===== config.mk =====
export PLATFORM = sky130hd
export DESIGN_NAME = oesc_top
export DESIGN_NICKNAME = d
export VERILOG_FILES = /design/src/oesc_pkg.sv /design/src/oesc_pin_sync.sv /design/src/oesc_top.sv
export SDC_FILE = /design/constraint.sdc
export NUM_CORES = 1
export LEC_CHECK = 0
export BUFFER_PORTS_ARGS = -buffer_cell sky130_fd_sc_hd__buf_2
export CAP_MARGIN = 25
export CORE_UTILIZATION = 45
export DETAILED_ROUTE_END_ITERATION = 12
export PLACE_DENSITY = 0.67
export SETUP_SLACK_MARGIN = 0.4
export SYNTH_ARGS = -nofsm -noshare
export SYNTH_HDL_FRONTEND = slang
export SYNTH_SLANG_ARGS = --single-unit

===== constraint.sdc =====
create_clock -name i_mclk -period 7.1 [get_ports i_mclk]
set_input_delay 0.355 -clock i_mclk [delete_from_list [all_inputs] [get_ports i_mclk]]
set_output_delay 0.355 -clock i_mclk [all_outputs]
set_load 0.005 [all_outputs]

===== src/oesc_pkg.sv =====
// Shared constants and types of the exposure sequencer and pin sync control
package oesc_pkg;

	// ************************************************************
	// Timing
	// ************************************************************
	localparam int CLK_HZ = 125_000_000;
	localparam int OSC_HZ = 32768;
	localparam int OSC_DIV = CLK_HZ / OSC_HZ;
	localparam logic [11:0] OSC_DIV_LAST = 12'(OSC_DIV - 1);

	// ************************************************************
	// Register byte addresses
	// ************************************************************
	localparam logic [7:0] ADDR_CTRL = 8'h00;
	localparam logic [7:0] ADDR_SLOTS = 8'h04;
	localparam logic [7:0] ADDR_TIMING = 8'h08;
	localparam logic [7:0] ADDR_SYNC = 8'h10;
	localparam logic [7:0] ADDR_STATUS = 8'h14;

	// ************************************************************
	// Field positions and reset values
	// ************************************************************
	localparam int CTRL_EN_BIT = 0;
	localparam int CTRL_SIMUL_BIT = 1;
	localparam int CTRL_AMB_BIT = 2;
	localparam int CTRL_NSLOT_LSB = 4;
	localparam int TIMING_PER_LSB = 16;
	localparam int STATUS_SLOT_LSB = 4;
	localparam int STATUS_BUSY_BIT = 8;
	localparam int STATUS_CNT_LSB = 16;
	localparam logic [5:0] CTRL_RESET = 6'h10;
	localparam logic [11:0] SLOTS_RESET = 12'h001;
	localparam logic [7:0] EXP_TICKS_RESET = 8'h02;
	localparam logic [15:0] PERIOD_RESET = 16'h0147;
	localparam logic [3:0] MODE_RESET = 4'h0;

	// ************************************************************
	// Pin modes, slot codes, FIFO tags, bus answers
	// ************************************************************
	localparam logic [3:0] MODE_ALONE_INT = 4'h0;
	localparam logic [3:0] MODE_ALONE_EXT = 4'h1;
	localparam logic [3:0] MODE_SLAVE_INT = 4'h2;
	localparam logic [3:0] MODE_SLAVE_EXT = 4'h3;
	localparam logic [3:0] MODE_MASTER_INT = 4'h4;
	localparam logic [3:0] MODE_MASTER_EXT = 4'h5;
	localparam logic [3:0] CODE_EMITTER_ONE = 4'h1;
	localparam logic [3:0] CODE_EMITTER_TWO = 4'h2;
	localparam logic [3:0] CODE_EMITTER_THREE = 4'h3;
	localparam logic [3:0] CODE_MUXED_FOUR = 4'hA;
	localparam logic [3:0] CODE_MUXED_FIVE = 4'hB;
	localparam logic [3:0] CODE_MUXED_SIX = 4'hC;
	localparam logic [4:0] TAG_EXPOSURE_BASE = 5'h01;
	localparam logic [4:0] TAG_AMBIENT = 5'h07;
	localparam int TAG_W = 5;
	localparam int CONV_W = 19;
	localparam logic [1:0] RESP_OKAY = 2'h0;
	localparam logic [1:0] RESP_SLVERR = 2'h2;

	typedef enum logic [1:0] {
		ST_IDLE = 2'b00,
		ST_DARK = 2'b01,
		ST_LIT = 2'b10,
		ST_AMB = 2'b11
	} oesc_state_e;

	typedef struct packed {
		logic o;
		logic oe;
	} oesc_pin_s;

	typedef struct packed {
		logic valid;
		logic [TAG_W-1:0] tag;
		logic [CONV_W-1:0] value;
	} oesc_fifo_s;

endpackage : oesc_pkg


===== src/oesc_pin_sync.sv =====
// Two-stage pin synchroniser with rising edge detect
`timescale 1ns/1ps
module oesc_pin_sync (
	input wire logic i_mclk, // System clock
	input wire logic i_reset, // Async reset, active high
	input wire logic i_pin, // Asynchronous pin level
	output logic o_level, // Synchronised level
	output logic o_rise // One-cycle pulse on rising edge
);
	typedef struct packed {
		logic meta;
		logic sync;
		logic last;
	} oesc_sync_s;

	oesc_sync_s q;

	// Meta stage feeds only the sync stage
	always_ff @(posedge i_mclk or posedge i_reset) begin
		if (i_reset) begin
			q <= '0;
		end else begin
			q <= '{meta: i_pin, sync: q.meta, last: q.sync};
		end
	end

	assign o_level = q.sync;
	assign o_rise = q.sync & ~q.last;
endmodule : oesc_pin_sync


===== src/oesc_top.sv =====
// Exposure sequencer and multipurpose pin control with AXI4-Lite registers
//
// Notes on behaviour
// - Every lit exposure has its dark level subtracted before the result is kept.
// - One to three emitters pulse one after another or all together.
// - Optional emitter-off ambient exposure after the lit exposures of a sample.
// - One slot, ambient off: exactly one result pushed per sample.
// - Emitters together, ambient on: combined result then ambient result pushed.
// - Emitters in turn, ambient on: results in slot order, then ambient.
// - A 4-bit mode field in the sync register selects both pin functions.
// - Mux pin driven only if a slot is muxed; low during muxed exposures.
// - Mode 0000: pin one mux control, pin two off, internal timing.
// - Mode 0001: pin one mux control, pin two external timing clock.
// - Mode 0010: pin one trigger input, pin two mux, internal exposures.
// - Mode 0011: pin one trigger input, pin two clocks the exposures.
// - Mode 0100: pin one master sample output, pin two mux, internal timing.
// - Mode 0101: pin one master sample output, pin two external clock.
// - A slave starts each sample on the master's sample timing.
// - Slot codes A, B, C select muxed emitters four, five, six.
// - A FIFO entry holds a 5-bit tag above a 19-bit value.
//
// Design decisions made here: the register offsets and register access over AXI4-Lite.
`timescale 1ns/1ps
module oesc_top import oesc_pkg::*; (
	input wire logic i_mclk, // System clock, 125 MHz
	input wire logic i_reset, // Async reset, active high
	input wire logic [7:0] i_s_axi_awaddr, // Write address
	input wire logic i_s_axi_awvalid, // Write address valid
	output logic o_s_axi_awready, // Write address ready
	input wire logic [31:0] i_s_axi_wdata, // Write data
	input wire logic [3:0] i_s_axi_wstrb, // Write byte strobes
	input wire logic i_s_axi_wvalid, // Write data valid
	output logic o_s_axi_wready, // Write data ready
	output logic [1:0] o_s_axi_bresp, // Write response
	output logic o_s_axi_bvalid, // Write response valid
	input wire logic i_s_axi_bready, // Write response ready
	input wire logic [7:0] i_s_axi_araddr, // Read address
	input wire logic i_s_axi_arvalid, // Read address valid
	output logic o_s_axi_arready, // Read address ready
	output logic [31:0] o_s_axi_rdata, // Read data
	output logic [1:0] o_s_axi_rresp, // Read response
	output logic o_s_axi_rvalid, // Read data valid
	input wire logic i_s_axi_rready, // Read data ready
	input wire logic i_multipurpose_pin_one, // Pin one input level
	output logic o_multipurpose_pin_one, // Pin one output level
	output logic o_multipurpose_pin_one_oe, // Pin one drive enable
	input wire logic i_multipurpose_pin_two, // Pin two input level
	output logic o_multipurpose_pin_two, // Pin two output level
	output logic o_multipurpose_pin_two_oe, // Pin two drive enable
	output logic [2:0] o_emitter, // Emitter drivers one..three
	input wire logic [CONV_W-1:0] i_conv_data, // Converter value
	output logic o_fifo_valid, // FIFO write strobe
	output logic [23:0] o_fifo_data // FIFO entry: tag and value
);
	// ************************************************************
	// State
	// ************************************************************
	typedef struct packed {
		logic [5:0] ctrl;
		logic [11:0] slots;
		logic [7:0] exp_ticks;
		logic [15:0] period;
		logic [3:0] mode;
		oesc_state_e st;
		logic [1:0] slot;
		logic [11:0] div_cnt;
		logic [7:0] tick_cnt;
		logic [15:0] per_cnt;
		logic [15:0] smp_cnt;
		logic [CONV_W-1:0] dark;
		logic trig_pend;
		oesc_pin_s pin1;
		oesc_pin_s pin2;
		logic [2:0] emit;
		oesc_fifo_s fifo;
		logic aw_have;
		logic [7:0] awaddr;
		logic w_have;
		logic [31:0] wdata;
		logic [3:0] wstrb;
		logic awready;
		logic wready;
		logic bvalid;
		logic [1:0] bresp;
		logic arready;
		logic rvalid;
		logic [31:0] rdata;
		logic [1:0] rresp;
	} oesc_state_s;

	oesc_state_s q;
	oesc_state_s n;
	logic p1_rise;
	logic p2_rise;

	// ************************************************************
	// Pin synchronisers
	// ************************************************************
	oesc_pin_sync u_sync_one (
		.i_mclk(i_mclk),
		.i_reset(i_reset),
		.i_pin(i_multipurpose_pin_one),
		.o_level(),
		.o_rise(p1_rise)
	);

	oesc_pin_sync u_sync_two (
		.i_mclk(i_mclk),
		.i_reset(i_reset),
		.i_pin(i_multipurpose_pin_two),
		.o_level(),
		.o_rise(p2_rise)
	);

	// ************************************************************
	// Helpers
	// ************************************************************
	// Returns {muxed, emitter three, two, one} for a slot code
	function automatic logic [3:0] decode_slot(input logic [3:0] code);
		logic [3:0] r;
		r = 4'h0;
		case (code)
			CODE_EMITTER_ONE: r = 4'b0001;
			CODE_EMITTER_TWO: r = 4'b0010;
			CODE_EMITTER_THREE: r = 4'b0100;
			CODE_MUXED_FOUR: r = 4'b1001;
			CODE_MUXED_FIVE: r = 4'b1010;
			CODE_MUXED_SIX: r = 4'b1100;
			default: r = 4'h0;
		endcase
		return r;
	endfunction : decode_slot

	function automatic logic [31:0] read_image(input oesc_state_s s,
			input logic [7:0] addr);
		logic [31:0] r;
		r = 32'h0;
		case ({addr[7:2], 2'b00})
			ADDR_CTRL: r[5:0] = s.ctrl;
			ADDR_SLOTS: r[11:0] = s.slots;
			ADDR_TIMING: r = {s.period, 8'h00, s.exp_ticks};
			ADDR_SYNC: r[3:0] = s.mode;
			ADDR_STATUS: begin
				r[1:0] = s.st;
				r[STATUS_SLOT_LSB +: 2] = s.slot;
				r[STATUS_BUSY_BIT] = (s.st != ST_IDLE);
				r[STATUS_CNT_LSB +: 16] = s.smp_cnt;
			end
			default: r = 32'h0;
		endcase
		return r;
	endfunction : read_image

	function automatic logic addr_ok(input logic [7:0] addr);
		logic [7:0] a;
		a = {addr[7:2], 2'b00};
		return a == ADDR_CTRL || a == ADDR_SLOTS || a == ADDR_TIMING ||
			a == ADDR_SYNC || a == ADDR_STATUS;
	endfunction : addr_ok

	// ************************************************************
	// Next state
	// ************************************************************
	always_comb begin
		logic [31:0] merged;
		logic [1:0] nslots;
		logic [2:0] act;
		logic [3:0] dec [3];
		logic mux_any;
		logic [2:0] all_emit;
		logic all_mux;
		logic ext_clk;
		logic slave;
		logic master;
		logic mode_ok;
		logic tick;
		logic phase_end;
		logic start;
		logic last_slot;
		logic [CONV_W-1:0] comp;
		logic mux_level;
		merged = 32'h0;
		nslots = 2'd1;
		act = 3'b000;
		dec = '{default: 4'h0};
		mux_any = 1'b0;
		all_emit = 3'b000;
		all_mux = 1'b0;
		ext_clk = 1'b0;
		slave = 1'b0;
		master = 1'b0;
		mode_ok = 1'b0;
		tick = 1'b0;
		phase_end = 1'b0;
		start = 1'b0;
		last_slot = 1'b0;
		comp = '0;
		mux_level = 1'b1;
		n = q;
		n.fifo.valid = 1'b0;

		// Bus: address and data taken in either order
		if (i_s_axi_awvalid && q.awready) begin
			n.aw_have = 1'b1;
			n.awaddr = i_s_axi_awaddr;
		end
		if (i_s_axi_wvalid && q.wready) begin
			n.w_have = 1'b1;
			n.wdata = i_s_axi_wdata;
			n.wstrb = i_s_axi_wstrb;
		end
		if (i_s_axi_bready && q.bvalid) begin
			n.bvalid = 1'b0;
		end
		if (q.aw_have && q.w_have && !q.bvalid) begin
			merged = read_image(q, q.awaddr);
			for (int b = 0; b < 4; b++) begin
				if (q.wstrb[b]) begin
					merged[b*8 +: 8] = q.wdata[b*8 +: 8];
				end
			end
			case ({q.awaddr[7:2], 2'b00})
				ADDR_CTRL: n.ctrl = merged[5:0];
				ADDR_SLOTS: n.slots = merged[11:0];
				ADDR_TIMING: begin
					n.exp_ticks = merged[7:0];
					n.period = merged[TIMING_PER_LSB +: 16];
				end
				ADDR_SYNC: n.mode = merged[3:0];
				default: n.mode = q.mode;
			endcase
			n.aw_have = 1'b0;
			n.w_have = 1'b0;
			n.bvalid = 1'b1;
			n.bresp = addr_ok(q.awaddr) ? RESP_OKAY : RESP_SLVERR;
		end
		if (i_s_axi_rready && q.rvalid) begin
			n.rvalid = 1'b0;
		end
		if (i_s_axi_arvalid && q.arready) begin
			n.rvalid = 1'b1;
			n.rdata = read_image(q, i_s_axi_araddr);
			n.rresp = addr_ok(i_s_axi_araddr) ? RESP_OKAY : RESP_SLVERR;
		end
		n.awready = !n.aw_have && !n.bvalid;
		n.wready = !n.w_have && !n.bvalid;
		n.arready = !n.rvalid;

		// Slot decode; a count of zero is taken as one
		nslots = (q.ctrl[CTRL_NSLOT_LSB +: 2] == 2'd0) ? 2'd1 :
			q.ctrl[CTRL_NSLOT_LSB +: 2];
		for (int i = 0; i < 3; i++) begin
			dec[i] = decode_slot(q.slots[i*4 +: 4]);
			act[i] = (2'(i) < nslots);
			if (act[i]) begin
				all_emit = all_emit | dec[i][2:0];
				all_mux = all_mux | dec[i][3];
			end
		end
		mux_any = all_mux;

		// Mode decode
		mode_ok = (q.mode <= MODE_MASTER_EXT);
		ext_clk = mode_ok && q.mode[0];
		slave = (q.mode == MODE_SLAVE_INT) || (q.mode == MODE_SLAVE_EXT);
		master = (q.mode == MODE_MASTER_INT) ||
			(q.mode == MODE_MASTER_EXT);

		// Timing tick: internal divider or external clock on pin two
		n.div_cnt = (q.div_cnt == OSC_DIV_LAST) ? 12'h0 :
			q.div_cnt + 12'h1;
		tick = ext_clk ? p2_rise : (q.div_cnt == OSC_DIV_LAST);

		// Trigger accepted only while idle, started on the next tick
		if (slave && p1_rise && q.st == ST_IDLE) begin
			n.trig_pend = 1'b1;
		end
		if (!slave || !q.ctrl[CTRL_EN_BIT]) begin
			n.trig_pend = 1'b0;
		end

		// Sample period counter for stand-alone and master modes
		if (tick) begin
			n.per_cnt = (q.per_cnt >= q.period - 16'h1) ? 16'h0 :
				q.per_cnt + 16'h1;
		end
		if (q.ctrl[CTRL_EN_BIT] && mode_ok && q.st == ST_IDLE && tick) begin
			start = slave ? q.trig_pend : (q.per_cnt == 16'h0);
		end

		// ************************************************************
		// Exposure sequencer
		// ************************************************************
		if (tick && q.st != ST_IDLE) begin
			phase_end = (q.tick_cnt + 8'h1 >= q.exp_ticks);
			n.tick_cnt = phase_end ? 8'h0 : q.tick_cnt + 8'h1;
		end
		last_slot = q.ctrl[CTRL_SIMUL_BIT] || (q.slot == nslots - 2'd1);
		comp = (i_conv_data >= q.dark) ? i_conv_data - q.dark : '0;
		case (q.st)
			ST_IDLE: begin
				if (start) begin
					n.st = ST_DARK;
					n.slot = 2'd0;
					n.tick_cnt = 8'h0;
					n.trig_pend = 1'b0;
					n.smp_cnt = q.smp_cnt + 16'h1;
				end
			end
			ST_DARK: begin
				if (phase_end) begin
					n.dark = i_conv_data;
					n.st = ST_LIT;
				end
			end
			ST_LIT: begin
				if (phase_end) begin
					n.fifo.valid = 1'b1;
					n.fifo.tag = TAG_EXPOSURE_BASE + 5'(q.slot);
					n.fifo.value = comp;
					if (!last_slot) begin
						n.slot = q.slot + 2'd1;
						n.st = ST_DARK;
					end else if (q.ctrl[CTRL_AMB_BIT]) begin
						n.st = ST_AMB;
					end else begin
						n.st = ST_IDLE;
					end
				end
			end
			ST_AMB: begin
				if (phase_end) begin
					n.fifo.valid = 1'b1;
					n.fifo.tag = TAG_AMBIENT;
					n.fifo.value = i_conv_data;
					n.st = ST_IDLE;
				end
			end
			default: n.st = ST_IDLE;
		endcase
		if (!q.ctrl[CTRL_EN_BIT] || !mode_ok) begin
			n.st = ST_IDLE;
		end

		// Emitters and mux level for the coming phase
		n.emit = 3'b000;
		if (n.st == ST_LIT) begin
			if (q.ctrl[CTRL_SIMUL_BIT]) begin
				n.emit = all_emit;
				mux_level = ~all_mux;
			end else begin
				n.emit = dec[n.slot][2:0];
				mux_level = ~dec[n.slot][3];
			end
		end

		// ************************************************************
		// Pin functions
		// ************************************************************
		n.pin1 = '{o: 1'b0, oe: 1'b0};
		n.pin2 = '{o: 1'b0, oe: 1'b0};
		case (q.mode)
			MODE_ALONE_INT, MODE_ALONE_EXT: begin
				n.pin1 = '{o: mux_level, oe: mux_any};
			end
			MODE_SLAVE_INT: begin
				n.pin2 = '{o: mux_level, oe: mux_any};
			end
			MODE_MASTER_INT, MODE_MASTER_EXT: begin
				// High through the first dark phase marks sample start
				n.pin1 = '{o: (n.st == ST_DARK && n.slot == 2'd0),
					oe: 1'b1};
				if (q.mode == MODE_MASTER_INT) begin
					n.pin2 = '{o: mux_level, oe: mux_any};
				end
			end
			default: n.pin1 = '{o: 1'b0, oe: 1'b0};
		endcase
		if (!master && !slave && !mode_ok) begin
			n.pin1 = '{o: 1'b0, oe: 1'b0};
		end
	end

	// ************************************************************
	// Registers
	// ************************************************************
	always_ff @(posedge i_mclk or posedge i_reset) begin
		if (i_reset) begin
			q <= '0;
			q.ctrl <= CTRL_RESET;
			q.slots <= SLOTS_RESET;
			q.exp_ticks <= EXP_TICKS_RESET;
			q.period <= PERIOD_RESET;
			q.mode <= MODE_RESET;
			q.st <= ST_IDLE;
		end else begin
			q <= n;
		end
	end

	assign o_s_axi_awready = q.awready;
	assign o_s_axi_wready = q.wready;
	assign o_s_axi_bresp = q.bresp;
	assign o_s_axi_bvalid = q.bvalid;
	assign o_s_axi_arready = q.arready;
	assign o_s_axi_rdata = q.rdata;
	assign o_s_axi_rresp = q.rresp;
	assign o_s_axi_rvalid = q.rvalid;
	assign o_multipurpose_pin_one = q.pin1.o;
	assign o_multipurpose_pin_one_oe = q.pin1.oe;
	assign o_multipurpose_pin_two = q.pin2.o;
	assign o_multipurpose_pin_two_oe = q.pin2.oe;
	assign o_emitter = q.emit;
	assign o_fifo_valid = q.fifo.valid;
	assign o_fifo_data = {q.fifo.tag, q.fifo.value};
endmodule : oesc_top


==> impl_metrics.json, run 1 <==
{
  "status": "complete, no violations",
  "postRouteWirelength_um": 28300,
  "drc_errors": 0,
  "ys_ff_latch": 233,
  "area_delta_synth_final_pct": 12.4,
  "finalCritPeriodShare_pct": 58.7,
  "required_ns": 7.48,
  "finalSetupViolCount": 0,
  "gr-usage-met1_pct": 27.6,
  "critPathArrivalTime_ns": 4.55,
  "fin_skew_ns": 0.0109,
  "cp-end-kind": "flip-flop",
  "place_hpwl_um": 20000,
  "yosys-top-cells-count": "dfrtp_1, nand2_1, nor2_1, mux2_2, o21ai_0",
  "ys_top_cells_by_area": "dfrtp_1, mux2_2, ha_1",
  "io_pins": 153,
  "layout-drive-gt1-share_pct": 22.2,
  "final-hold-violation-count": 0,
  "seq_power_share_pct": 41.6,
  "layout_min_cycle_time_ns": 4.17,
  "grt_pass1_wl_um": 46800,
  "avgSynthCellArea_um2": 9.97,
  "fin_cells": 1733,
  "setup_ws_ns": 2.93,
  "drt-initial-drc-count": 802,
  "ant_nets": 0,
  "async_flop_share_pct": 100,
  "p_per_area_mw_per_mm2": 316,
  "nNetsFinal": 1473,
  "use_met3_pct": 2.80,
  "core_area_mm2": 0.0273,
  "clk-insertion-delay-late_ns": 0.52,
  "cts_buffers": 26,
  "worst-setup-path-type": "flip-flop to flip-flop",
  "fmax_mhz": 240,
  "vias_per_cell": 5.39,
  "p_sw_share_pct": 32.8,
  "synth_edf_count": 0,
  "synth-seq-area-share_pct": 46.3,
  "syn_area_mm2": 0.0126,
  "pwr-share-clk_pct": 30.1,
  "drv_cap": 0,
  "dp_cells": 1680,
  "htree_levels": 1,
  "p_comb_share_pct": 28.4,
  "p_leak_uw": 0.00668,
  "wl_per_cell_um": 16.3,
  "numPortBuffers": 136,
  "yosysTopAreaCell": "dfrtp_1",
  "grt_busiest_layer": "met2",
  "cts-root-buf": "clkbuf_16",
  "grt_usage_pct": 20.0,
  "die_x_um": 170,
  "dr.pass1.iters": 7,
  "overflow": 0,
  "grt_max_degree": 165,
  "clkTransAtPathRegs_ns": 0.06,
  "irDropWorstVdd_mv": 0.210,
  "clock_sinks": 233,
  "cts_tree": "built",
  "place_ws_ns": 2.98,
  "startpoint_type": "flip-flop",
  "path_max_fanout": 19,
  "ctsLongestPathBuffers": 3,
  "grt_pass1_vias": 9156,
  "grt_antenna_before_repair": 0,
  "synth_most_common_cell": "dfrtp_1",
  "rsz0062_at_grt": "false",
  "postCtsSetupBuffers": 0,
  "tns_ns": 0,
  "via_count": 9348,
  "num_rows": 60,
  "ys.flop_type": "dfrtp_1",
  "synth_cell_types": 77,
  "switching_power_uw": 1470,
  "synth_top_area_share_pct": 44.6,
  "fillers": 2517,
  "chipHeight_um": 170,
  "hold_class": "primary input to flip-flop",
  "grt_use_met2_pct": 32.8,
  "syn_inst": 1266,
  "p_int_uw": 3010,
  "dieArea_mm2": 0.0287,
  "yosys_warnings": 0,
  "drv_slew": 0,
  "initial_core_util_pct": 46.3,
  "max-slew-margin-rel_pct": 32.3,
  "worstMarginPinSlew_ns": 1.01,
  "place.gp.congestion": 0.884
}
[per-layer routing]
metal	wire (um)	up-vias
li1	-	4561
met1	13000	4499
met2	13100	243
met3	1470	45
met4	718	0
met5	0	-
[final cells by class]
cell class	instances	area, um^2	area share [%]
clock buffer	40	815	5.74
sequential	233	5840	41.2
clock inverter	7	60.1	0.423
antenna	1	2.50	0.0176
tap	372	465	3.28
timing repair buffer	148	821	5.79
multi-input combinational	878	5980	42.1
inverter	54	206	1.46
[cells by family (layout without fill, tap and decap cells)]
family	Yosys count	count (layout)	synth area share, %
other	1	9	0.0297
flip-flops	233	233	46.3
XOR/XNOR	76	76	5.27
AO/OA/AOI/OAI	262	262	13.4
multiplexers	91	91	8.15
AND/OR/NAND/NOR	389	389	14.9
buffers and inverters	162	249	6.73
adder cells (fa/ha/maj)	52	52	5.21
[stage by stage]
step | instance area (um^2) | utilization [%] | hold slack [ns] | total power [uW]
detailed placement | 13200 | 48.6 | 0.340 | 3140
floorplan | 12700 | - | 0.331 | 2800
CTS | 14100 | 51.9 | 0.0220 | 4510
finish | 14200 | 52.1 | 0.0423 | 4480
global placement | 13200 | 48.6 | 0.339 | 3090
global route | 14200 | 52.1 | 0.0317 | 4760
[worst max-delay path: stages (launching register included)]
cell and delay (ns):
dfrtp_1 0.41, ha_1 0.25, nand3_1 0.17, nor2_1 0.16
xor2_1 0.23, ha_1 0.30, a21oi_1 0.17, nand2_1 0.07
a221oi_1 0.77, a21o_1 0.39, nor3_1 0.13, o21a_1 0.12
a41o_1 0.47, a22oi_1 0.29, a21oi_1 0.09
[power groups by stage]
stage	registers (uW)	clock network, uW	logic (uW)
CTS	1850	1380	1280
finish	1860	1350	1270
floorplan	1740	0	1050
detailed placement	1880	0	1260
global route	1900	1420	1440
global placement	1870	0	1230
[state kept, by name, summed over array words and instances (netlist names), 2 cells and up]
name and flops:
u_sync_one.q 2, o_s_axi_rdata 28, o_fifo_data 22, u_sync_two.q 2, q 162, o_emitter 3
[cells in the final DEF, fill, tap and decap left out, types with 43 or more instances in the layout]
| cell type | Yosys | routed |
|---|---|---|
| ha_1 | 51 | 51 |
| mux2_2 | 84 | 84 |
| inv_1 | 53 | 52 |
| dfrtp_1 | 225 | 225 |
| o21ai_0 | 75 | 75 |
| buf_2 | 4 | 136 |
| a21oi_1 | 63 | 63 |
| nand2_1 | 123 | 122 |
| nor2_1 | 107 | 107 |
| a22oi_1 | 43 | 43 |
[repair_timing]
item	in CTS	in global routing
hold endpoints to repair	2	0
hold buffers	2	0
gates resized for setup	0	0
setup endpoints to repair	0	0
[worst paths after layout]
path / cells past startpoint / end / slack [ns] / startpoint
max: 14 / o_fifo_data[8] / 2.93 / q[171]
min: 2 / o_s_axi_wready / 0.04 / i_s_axi_wvalid
max reg2reg: 14 / o_fifo_data[8] / 2.93 / q[171]
min reg2reg: 0 / u_sync_one.o_level / 0.36 / u_sync_one.q[2]
max in group asynchronous: 4 / q[49] / 5.54 / i_reset
min in group asynchronous: 3 / o_fifo_data[4] / 0.12 / i_reset
Note: power is estimated with default switching activity, not from simulation.
==> run 2: changes to the inputs <==
--- a/config.mk
+++ b/config.mk
@@ -5,11 +5,11 @@
 export SDC_FILE = /design/constraint.sdc
 export NUM_CORES = 1
 export LEC_CHECK = 0
+export ABC_AREA = 1
 export BUFFER_PORTS_ARGS = -buffer_cell sky130_fd_sc_hd__buf_2
 export CAP_MARGIN = 25
 export CORE_UTILIZATION = 45
 export DETAILED_ROUTE_END_ITERATION = 12
-export PLACE_DENSITY = 0.67
 export SETUP_SLACK_MARGIN = 0.4
 export SYNTH_ARGS = -nofsm -noshare
 export SYNTH_HDL_FRONTEND = slang
==> constraint.sdc (replaced) <==
create_clock -name i_mclk -period 4.3 [get_ports i_mclk]
set_input_delay 0.215 -clock i_mclk [delete_from_list [all_inputs] [get_ports i_mclk]]
set_output_delay 0.215 -clock i_mclk [all_outputs]
set_load 0.005 [all_outputs]
==> run 2 against run 1 <==
Final cell count grew 22%. Sequential power rose by 58%. Area after synthesis grew 2.2%. Synthesized cell count grew 24%. Largest cell class is now registers. Largest power group unchanged. Critical endpoint is now q[164]. Via count up 15%. Critical path type unchanged. Fmax rose by 22%.
==> impl_metrics.json, run 2 <==
{
  "dr_wl_met2_um": 15300,
  "syn_area_mm2": 0.0129,
  "synth_top_area_share_pct": 43.6,
  "async_flop_share_pct": 100,
  "vias_per_cell": 5.10,
  "yosys_warnings": 0,
  "ant_nets": 0,
  "drt-initial-drc-count": 601,
  "highest_layer": "met4",
  "mostFrequentLayoutCells": "nand2_1, dfrtp_1, inv_1",
  "hold_class": "primary input to flip-flop",
  "synth_edf_count": 0,
  "cts_tree": "built",
  "finalSetupViolCount": 0,
  "rsz0062_at_grt": "false",
  "setup_ws_ns": 0.886,
  "max-slew-margin-rel_pct": 34.4,
  "finalCritPeriodShare_pct": 79.4,
  "layout_min_cycle_time_ns": 3.41,
  "clock_sinks": 233,
  "drc_errors": 0,
  "tns_ns": 0,
  "whs_ns": 0.0116,
  "wl_per_cell_um": 15.4,
  "p_per_area_mw_per_mm2": 497,
  "ctsLongestPathBuffers": 3,
  "worstMarginPinSlew_ns": 0.983,
  "routed-wl-met3_um": 1980,
  "postRouteWirelength_um": 32600,
  "num_rows": 61,
  "cts_resized": 0,
  "ys.flop_type": "dfrtp_1",
  "io_pins": 153,
  "fin_cells": 2115,
  "synth_cell_types": 59,
  "initial_core_util_pct": 46.1,
  "irDropWorstVdd_mv": 0.352,
  "ctsHoldBuffers": 61,
  "cts-root-buf": "clkbuf_16",
  "design_area_mm2": 0.0151,
  "dp_cells": 2006,
  "grt_usage_pct": 22.7,
  "drv_cap": 0,
  "ys_ff_latch": 233,
  "dieArea_mm2": 0.0294,
  "yosys-top-cells-count": "nand2_1, dfrtp_1, inv_1, nor2_1, a21oi_1",
  "placed_cell_area_mm2": 0.0136,
  "regMostFlops": "q",
  "clk-insertion-delay-late_ns": 0.53,
  "fin_skew_ns": 0.0118,
  "layout-drive-gt1-share_pct": 13.6,
  "startpoint_type": "flip-flop",
  "chipHeight_um": 171,
  "final-hold-violation-count": 0,
  "grt_pass1_vias": 10610,
  "ys_top_cells_by_area": "dfrtp_1, nand2_1, inv_1",
  "fmax_mhz": 293,
  "yosysTopAreaCell": "dfrtp_1",
  "critPathArrivalTime_ns": 3.85,
  "drv_slew": 0,
  "worst-setup-path-type": "flip-flop to flip-flop",
  "syn_inst": 1573,
  "htree_levels": 1,
  "die_x_um": 171,
  "status": "complete, no violations",
  "nNetsFinal": 1850,
  "avgSynthCellArea_um2": 8.20,
  "cp-end-kind": "flip-flop",
  "final_common_cell": "nand2_1",
  "grt_max_degree": 107,
  "place_ws_ns": 0.873,
  "via_count": 10787,
  "dr.pass1.iters": 5,
  "path_max_fanout": 14,
  "cts_buffers": 26,
  "area_delta_synth_final_pct": 17.0,
  "largest_reg_flops": 162,
  "postCtsSetupBuffers": 0,
  "overflow": 0,
  "required_ns": 4.73,
  "diodes": 0,
  "synth-seq-area-share_pct": 45.3,
  "synth_most_common_cell": "nand2_1",
  "core_area_mm2": 0.0280,
  "grt_antenna_before_repair": 0,
  "wl_met1_um": 14700,
  "place.gp.congestion": 0.896,
  "place_hpwl_um": 23400,
  "clkTransAtPathRegs_ns": 0.06,
  "numPortBuffers": 136,
  "grt_pass1_wl_um": 53100,
  "p_leak_uw": 0.00760
}
run 2: cell count changes after synthesis, moves of 16 or more:
| cell | previous run | this run |
|---|---|---|
| a21o_1 | 19 | 2 |
| a21oi_1 | 63 | 98 |
| a22oi_1 | 43 | 9 |
| and3_1 | 18 | 0 |
| inv_1 | 53 | 193 |
| mux2_2 | 84 | 4 |
| nand2_1 | 123 | 329 |
| nand3_1 | 32 | 62 |
| nor2_1 | 107 | 142 |
| nor3_1 | 17 | 35 |
| o21ai_0 | 75 | 91 |
| xnor2_1 | 40 | 19 |
run 2: worst max-delay path, stage by stage (launching register included):
cell      delay [ns]
dfstp_2         0.37
inv_1           0.12
nand2_1         0.11
nor3_2          0.22
nand3_1         0.15
or3_1           0.38
nor3_2          0.19
nor3b_2         0.24
xnor2_1         0.14
ha_1            0.27
a21oi_1         0.15
o21ai_0         0.10
a21oi_1         0.12
a21boi_0        0.19
nand2_1         0.09
nand2_1         0.06
inv_1           0.20
nor3b_1         0.24
run 2: power breakdown:
group	leakage [uW]	internal, uW	total [uW]	switching (uW)
Clock	0.000436	1430	2310	881
Sequential	0.00295	2620	2940	319
Combinational	0.00422	872	2260	1390
run 2: kinds of logic after synthesis:
kind of cell | share of synthesized area, %
AND/OR/NAND/NOR | 21.5
buffers and inverters | 10.8
AO/OA/AOI/OAI | 13.0
flip-flops | 45.3
XOR/XNOR | 3.94
adder cells (fa/ha/maj) | 5.10
multiplexers | 0.349
other | 0.0291
run 2: final timing paths:
| path | depth (start not counted) | slack (ns) | from | endpoint |
|---|---|---|---|---|
| worst min-delay path | 3 | 0.01 | i_conv_data[12] | q[132] |
| min in group asynchronous | 3 | 0.14 | i_reset | q[54] |
| max in group asynchronous | 5 | 3.19 | i_reset | o_fifo_data[9] |
| worst max register to register | 17 | 0.89 | q[199] | q[164] |
| worst max-delay path | 17 | 0.89 | q[199] | q[164] |
| worst min register to register | 0 | 0.35 | u_sync_two.q[2] | u_sync_two.o_level |
run 2: final cells by class:
class / count / area (um^2)
clock buffer: 41 / 788
fill: 2692 / 12900
tap: 378 / 473
multi-input combinational: 1044 / 5700
inverter: 204 / 777
clock inverter: 6 / 108
timing repair buffer: 209 / 1420
sequential: 233 / 5840
run 2: metrics by stage:
stage | util [%] | power (uW)
finish | 53.9 | 7510
global route | 53.9 | 8040
CTS | 53.8 | 7580
detailed placement | 48.5 | 5180
global placement | 48.5 | 5090
floorplan | - | 4590
run 2: routing by layer:
layer  track usage (%)  vias to the layer above
met4              5.40                        0
met3              4.60                       42
li1                  -                     5386
met1              29.9                     5081
met5                 0                        -
met2              38.4                      278
